**config.mk**
```make
export PLATFORM = sky130hd
export DESIGN_NAME = acs_sequencer
export DESIGN_NICKNAME = d
export VERILOG_FILES = /design/src/rtl/acs_pkg.sv /design/src/rtl/acs_result_view.sv /design/src/rtl/acs_channel_map.sv /design/src/rtl/acs_sequencer.sv
export VERILOG_INCLUDE_DIRS = /design/src /design/src/rtl
export SDC_FILE = /design/constraint.sdc
export NUM_CORES = 1
export LEC_CHECK = 0
export ABC_AREA = 1
export BUFFER_PORTS_ARGS = -buffer_cell sky130_fd_sc_hd__clkbuf_2
export CAP_MARGIN = 20
export CORE_UTILIZATION = 57
export DETAILED_ROUTE_END_ITERATION = 16
export GPL_TIMING_DRIVEN = 0
export HOLD_SLACK_MARGIN = 0.08
export PLACE_DENSITY = 0.83
export SYNTH_ARGS = -nofsm -noshare
export SYNTH_HDL_FRONTEND = slang
export SYNTH_SLANG_ARGS = --single-unit
```
**constraint.sdc**
```tcl
create_clock -name sys_clk -period 2.5 [get_ports sys_clk]
set_input_delay 0.125 -clock sys_clk [delete_from_list [all_inputs] [get_ports sys_clk]]
set_output_delay 0.125 -clock sys_clk [all_outputs]
set_load 0.02 [all_outputs]
```
**src/rtl/acs_defs.svh**
```systemverilog
// Register offsets, field positions and reset values of the conversion sequencer
`ifndef ACS_DEFS_SVH
`define ACS_DEFS_SVH
`define ACS_OFF_SETUP    8'h00
`define ACS_OFF_CTRL     8'h04
`define ACS_OFF_STATUS   8'h08
`define ACS_OFF_RIGHT    8'h40
`define ACS_OFF_LSIGNED  8'h60
`define ACS_OFF_LUNSIGN  8'h80
`define ACS_CTRL_CHAN_LO 0
`define ACS_CTRL_LEN_BIT 4
`define ACS_CTRL_MUL_BIT 5
`define ACS_CTRL_REP_BIT 6
`define ACS_CTRL_RESET   7'h00
`define ACS_SETUP_RESET  8'h03
`define ACS_STAT_SEQ_BIT 8
`endif

```
**src/rtl/acs_pkg.sv**
```systemverilog
// Types shared by the conversion sequencer files
package acs_pkg;
  typedef enum logic [1:0] {
    ACS_IDLE,
    ACS_START,
    ACS_WAIT
  } acs_state_t;
  typedef logic [2:0] acs_mode_t;
endpackage : acs_pkg

```
**src/rtl/acs_result_view.sv**
```systemverilog
// Formats one stored result into the three read views
`timescale 1ns/1ns
`default_nettype none
module acs_result_view #(
  parameter int RES_W = 10
) (
  input  wire logic [RES_W-1:0] result,
  input  wire logic [1:0]       viewSel,
  output logic      [15:0]      viewData
);
  // Right unsigned, left signed (MSB flipped), left unsigned
  wire logic [15:0] rightU = {{(16-RES_W){1'b0}}, result};
  wire logic [15:0] leftU  = {result, {(16-RES_W){1'b0}}};
  wire logic [15:0] leftS  = {~result[RES_W-1], result[RES_W-2:0], {(16-RES_W){1'b0}}};
  assign viewData = (viewSel == 2'h0) ? rightU :
                    (viewSel == 2'h1) ? leftS : leftU;
endmodule : acs_result_view
`default_nettype wire

```
**src/rtl/acs_channel_map.sv**
```systemverilog
// Works out the input and result slot for a step of the sequence
`timescale 1ns/1ns
`default_nettype none
module acs_channel_map (
  input  wire logic [3:0] channelSelect,
  input  wire logic       multiChannel,
  input  wire logic       eightLength,
  input  wire logic [2:0] step,
  output logic      [3:0] inputSel,
  output logic      [2:0] slot
);
  // Group base drops the low select bits in multi-channel modes
  wire logic [3:0] groupBase = eightLength ? {channelSelect[3], 3'h0}
                                           : {channelSelect[3:2], 2'h0};
  // Ascending order in multi-channel modes: step k is input base+k into slot k
  assign inputSel = multiChannel ? (groupBase | {1'b0, step}) : channelSelect;
  assign slot     = step;
endmodule : acs_channel_map
`default_nettype wire

```
**src/rtl/acs_sequencer.sv**
```systemverilog
// Conversion mode sequencer with Wishbone registers and result slots
//
// Decided for this implementation: the register addresses and the Wishbone interface to the registers.
`timescale 1ns/1ns
`default_nettype none
`include "acs_defs.svh"
module acs_sequencer
  import acs_pkg::*;
#(
  parameter int RES_W = 10
) (
  input  wire logic             sys_clk,
  input  wire logic             arst_n,
  input  wire logic             clkEn,
  input  wire logic             wb_cyc_i,
  input  wire logic             wb_stb_i,
  input  wire logic             wb_we_i,
  input  wire logic [7:0]       wb_adr_i,
  input  wire logic [3:0]       wb_sel_i,
  input  wire logic [31:0]      wb_dat_i,
  output logic      [31:0]      wb_dat_o,
  output logic                  wb_ack_o,
  output logic                  convStart,
  output logic      [3:0]       convInput,
  input  wire logic             convDone,
  input  wire logic [RES_W-1:0] convResult
);
  // Register state
  logic [6:0]       conversionControl;
  logic [7:0]       converterSetup;
  logic [7:0]       slotCompleteFlags;
  logic             sequenceCompleteFlag;
  logic [RES_W-1:0] resultSlot [8];
  acs_state_t       state;
  logic [2:0]       step;
  logic             firstPass;

  // Bus decode; byte lane 0 must be enabled for control writes
  wire logic       busReq   = wb_cyc_i & wb_stb_i & ~wb_ack_o;
  wire logic       wrLow    = busReq & wb_we_i & wb_sel_i[0];
  wire logic       wrCtrl   = wrLow & (wb_adr_i == `ACS_OFF_CTRL);
  wire logic       wrSetup  = wrLow & (wb_adr_i == `ACS_OFF_SETUP);
  wire logic [2:0] rdSlot   = wb_adr_i[4:2];
  wire logic       hitRight = wb_adr_i[7:5] == 3'(`ACS_OFF_RIGHT >> 5);
  wire logic       hitLs    = wb_adr_i[7:5] == 3'(`ACS_OFF_LSIGNED >> 5);
  wire logic       hitLu    = wb_adr_i[7:5] == 3'(`ACS_OFF_LUNSIGN >> 5);
  wire logic       slotWord = (hitRight | hitLs | hitLu) & (wb_adr_i[1:0] == 2'h0)
                              & (wb_adr_i[4:2] <= 3'h7);
  wire logic [1:0] viewSel  = hitRight ? 2'h0 : (hitLs ? 2'h1 : 2'h2);

  // Mode decode from the three control bits
  wire acs_mode_t  mode     = {conversionControl[`ACS_CTRL_REP_BIT],
                               conversionControl[`ACS_CTRL_MUL_BIT],
                               conversionControl[`ACS_CTRL_LEN_BIT]};
  wire logic       repeatOn = mode[2];
  wire logic       multiOn  = mode[1];
  wire logic       eightOn  = mode[0];
  wire logic [2:0] lastStep = eightOn ? 3'h7 : 3'h3;
  wire logic       atLast   = step == lastStep;

  logic [3:0] mapInput;
  logic [2:0] mapSlot;
  logic [15:0] viewData;

  acs_channel_map u_map (
    .channelSelect (conversionControl[3:0]),
    .multiChannel  (multiOn),
    .eightLength   (eightOn),
    .step          (step),
    .inputSel      (mapInput),
    .slot          (mapSlot)
  );

  acs_result_view #(.RES_W(RES_W)) u_view (
    .result   (resultSlot[rdSlot]),
    .viewSel  (viewSel),
    .viewData (viewData)
  );

  // Read data mux; unmapped addresses read zero but still ack
  wire logic [31:0] rdData =
    (wb_adr_i == `ACS_OFF_SETUP)  ? {24'h0, converterSetup} :
    (wb_adr_i == `ACS_OFF_CTRL)   ? {25'h0, conversionControl} :
    (wb_adr_i == `ACS_OFF_STATUS) ? {23'h0, sequenceCompleteFlag, slotCompleteFlags} :
    slotWord                      ? {16'h0, viewData} : 32'h0;

  // A done seen while our start pulse still stands belongs to an aborted
  // conversion: the far side cannot have answered the new start yet
  wire logic doneTaken = convDone & ~convStart;

  // Result arrives for the slot currently converting
  wire logic storeNow = (state == ACS_WAIT) & doneTaken & ~wrCtrl & ~wrSetup;

  // Bus answer: one cycle after the request is seen
  always_ff @(posedge sys_clk or negedge arst_n) begin
    if (!arst_n) begin
      wb_ack_o <= 1'b0;
      wb_dat_o <= 32'h0;
    end else if (clkEn) begin
      wb_ack_o <= busReq;
      wb_dat_o <= busReq ? rdData : 32'h0;
    end
  end

  // Control and setup registers
  always_ff @(posedge sys_clk or negedge arst_n) begin
    if (!arst_n) begin
      conversionControl <= `ACS_CTRL_RESET;
      converterSetup    <= `ACS_SETUP_RESET;
    end else if (clkEn) begin
      if (wrCtrl) conversionControl <= wb_dat_i[6:0];
      if (wrSetup) converterSetup <= wb_dat_i[7:0];
    end
  end

  // Sequence state machine
  always_ff @(posedge sys_clk or negedge arst_n) begin
    if (!arst_n) begin
      state     <= ACS_IDLE;
      step      <= 3'h0;
      firstPass <= 1'b0;
      convStart <= 1'b0;
      convInput <= 4'h0;
    end else if (clkEn) begin
      convStart <= 1'b0;
      if (wrSetup) begin
        state <= ACS_IDLE;
      end else if (wrCtrl) begin
        state     <= ACS_START;
        step      <= 3'h0;
        firstPass <= 1'b1;
      end else begin
        unique case (state)
          ACS_IDLE: ;
          ACS_START: begin
            // Reserved codes run like any other input
            convInput <= mapInput;
            convStart <= 1'b1;
            state     <= ACS_WAIT;
          end
          ACS_WAIT: if (doneTaken) begin
            if (atLast) begin
              firstPass <= 1'b0;
              step      <= 3'h0;
              state     <= repeatOn ? ACS_START : ACS_IDLE;
            end else begin
              step  <= step + 3'h1;
              state <= ACS_START;
            end
          end
        endcase
      end
    end
  end

  // Result slots; repeating passes simply overwrite
  always_ff @(posedge sys_clk) begin
    if (clkEn && storeNow) resultSlot[mapSlot] <= convResult;
  end

  // Flags: aborting write clears, a store sets
  always_ff @(posedge sys_clk or negedge arst_n) begin
    if (!arst_n) begin
      slotCompleteFlags    <= 8'h00;
      sequenceCompleteFlag <= 1'b0;
    end else if (clkEn) begin
      if (wrCtrl || wrSetup) begin
        slotCompleteFlags    <= 8'h00;
        sequenceCompleteFlag <= 1'b0;
      end else if (storeNow) begin
        slotCompleteFlags[mapSlot] <= 1'b1;
        if (atLast && firstPass) sequenceCompleteFlag <= 1'b1;
      end
    end
  end
endmodule : acs_sequencer
`default_nettype wire

```
==> reports/summary.md <==
* number of buffer cells added on primary ports: 52
* Min Clock Period, post-route: 2430 ps
* half-perimeter wire length after placement: 9780 um
* die height: 106 um
* slew at the pin closest to its max-slew limit: 717 ps
* synthesis-to-finish area growth: 22.6%
* Final Power: 6.02 mW
* leakage power summed over all cells: 3.46 nW
* Crit. End Element: register
* Min-Delay Path Class: input pin to async pin
* starting density of the core: 59.0%
* Final TNS setup: 0 ps
* Filler Cells Inserted: 702
* clock input transition at the sequential cells of the worst setup and hold paths: 60 ps
* Final Cell Area: 7510 um2
* setup repair after global routing missed its margin: yes
* clock root buffer: sky130_fd_sc_hd__clkbuf_8
* Critical Path, Cell by Cell: inv_1, nand3_1, nor2_1, nand2_1, nand2_2, nor3_4, nand2_1, nor2_2
* maximum number of buffers from clock root to sink: 2
* cell count after synthesis: 629
* critical-path maximum fanout: 10
* fraction of registers with async set or reset after synthesis: 39.4%
* run status: finished, final reports clean
* Ant. Diodes: 0
* width of the die: 106 um
* first-pass GRT wire length: 24,000 um
* count of distinct cell types in the synthesized netlist: 42
* number of sinks driven by the clock tree: 132
* final cycle utilization of the critical path: 97.0%
* Overflow after GRT: 0
* # setup viols final: 0
* number of nets in the final layout: 807
* number of hold violations in the final report: 0
* leading cell types in the layout, fill and taps excluded: 179 x sky130_fd_sc_hd__nand2_1, 80 x sky130_fd_sc_hd__edfxtp_1, 52 x sky130_fd_sc_hd__nand3_1, 52 x sky130_fd_sc_hd__clkbuf_2, 51 x sky130_fd_sc_hd__inv_1
* number of global-route vias before repair: 4,989
* vias per std cell: 5.47
* post-synthesis register bit count: 132
* number of vias after detailed routing: 4,879
* relative slew slack: 52.1%
* drt first pass iters: 5
* DRT Wirelength: 14,800 um
* Final GP Congestion: 0.913
* H-tree levels: 4
* number of routed nets with antenna violations: 0
* source-to-sink clock delay at the later pin of the worst-skew pair: 530 ps
* Yosys warnings: 0
* MaxCap Viol Count: 0
* 1st-iter DRT viols: 349
* power per standard cell area: 802 nW/um2
* startpoint class of the critical path: register
* endpoint arrival time on the critical path: 2580 ps
* Worst path slowest cell: sky130_fd_sc_hd__nor2_2
* Most used DFF post-synth: sky130_fd_sc_hd__edfxtp_1
* Most common cell on crit path: sky130_fd_sc_hd__nand2_1
* maximum number of pins on one net before global-route repair: 36
* fmax: 412 MHz
* flip-flop and latch area: 3710 um2
* WL/cell: 16.6 um
* number of enable-type register cells in the synthesized netlist: 80
* number of antenna violations at the first check in global routing: 0
* average footprint of a synthesized cell: 9.74 um2
* Post-CTS Setup Repair Bufs: 0
* total standard cell area after synthesis: 6120 um2
* core area: 10,400 um2
* cell area reported after detailed placement: 6630 um2
* worst setup skew after layout: 3.62 ps
* Hold Worst Slack: 93.2 ps
* VDD IR-drop max: 0.581 mV
* number of placement rows: 37
* number of pins exceeding their max-slew limit in the final report: 0
* clock tree from TritonCTS: yes
* number of buffers created by CTS: 17
* Slowest Stage Delay on Critical Path: 610 ps
* die footprint: 11,200 um2
* type of the setup path with the least slack: register to register
* multi-input combinational cell area: 2040 um2
* final routed DRC violation total: 0
* Top Ports: 99
* All-Layer GR Usage: 28.8%
* ratio of cells with drive above 1 in the final layout: 20.9%
* part of the Yosys area used for sequential elements: 60.5%
* most common cell after layout, fill and taps aside: sky130_fd_sc_hd__nand2_1
* CP required: 2660 ps
## flip-flops by register name (all words and copies together) (netlist names)
name	flops
resultSlot	80
wb_dat_o	16
converterSetup	8
slotCompleteFlags	8
conversionControl	7
convInput	4
step	3
state	2
convStart	1
firstPass	1
sequenceCompleteFlag	1
wb_ack_o	1
## synth_stat cells, drive strengths merged (3+ instances only)
cell type  count  area, um2
nor3           3       42.5
clkbuf         8       30.0
nand2        189        749
nor2          64        282
inv           59        224
dfrtp         50       1250
edfxtp        80       2400
ha             3       37.5
a22o           4       35.0
a21oi         22        110
nand4          3       18.8
o21ai         34        181
buf           29        210
o211ai        10       80.1
mux2           4       52.6
nand3         54        288
## final cells by class
| cell class | instances | area share [%] |
|---|---|---|
| clock buffers | 19 | 5.62 |
| flip-flops and latches | 132 | 49.4 |
| multi-input cells | 416 | 27.2 |
| repair buffers | 80 | 7.33 |
| well taps | 136 | 2.27 |
| inverters | 59 | 2.98 |
| plain buffers | 37 | 3.20 |
| clock inverters | 13 | 2.08 |
## repair_timing
item | in CTS | in global routing
endpoints found under the hold margin | 157 | 0
hold buffers | 27 | 0
resized for setup | 6 | 4
endpoints found under the setup margin | 80 | 60
## final timing paths
path	start	endpoint	slack (ps)	depth (start not counted)
worst min register to register	converterSetup[1]	converterSetup[1]	460	2
worst max register to register	wb_ack_o	resultSlot[1][3]	70	8
min in group sys_clk	wb_adr_i[0]	wb_dat_o[9]	90	6
worst max-delay path	wb_ack_o	resultSlot[1][3]	70	8
worst min-delay path	arst_n	converterSetup[3]	90	2
max in group asynchronous	arst_n	converterSetup[0]	1800	3
## per-stage QoR
step | cells | util, % | setup WS (ps)
3_3_place_gp | 832 | 63.7 | -48.3
4_1_cts | 892 | 72.3 | -47.9
2_1_floorplan | 644 | - | 389
3_5_place_dp | 833 | 63.9 | -106
5_1_grt | 892 | 72.4 | -103
6_report | 892 | 72.4 | 74.5
## per-layer routing
metal / global-route usage (%) / routed length [um] / up-vias
li1: - / - / 2280
met1: 32.2 / 5450 / 2304
met2: 49.7 / 7710 / 251
met3: 8.91 / 1220 / 44
met4: 14.2 / 418 / 0
met5: 0 / 0 / -
## power breakdown
part,switching (mW),internal (mW)
clock,0.914,1.52
combinational,0.670,0.343
sequential,0.0898,2.49
## worst max-delay path, delay by kind of cell, from the launching register on
family                 cells  cell delay (ps)
DFF                        1              350
and+or+nand+nor            7             1630
buffers and inverters      1               60
## cells by family (layout without fill, tap and decap cells)
logic type / after synthesis / in the layout / synth area share (%)
AND/OR/NAND/NOR: 317 / 317 / 23.0
flip-flops: 132 / 132 / 60.5
other: 1 / 16 / 0.0612
XOR/XNOR: 2 / 2 / 0.286
multiplexers: 4 / 4 / 0.858
buffers and inverters: 96 / 208 / 7.58
AO/OA/AOI/OAI: 74 / 74 / 7.09
adder cells (fa/ha/maj): 3 / 3 / 0.613
Note: power is estimated with default switching activity, not from simulation.
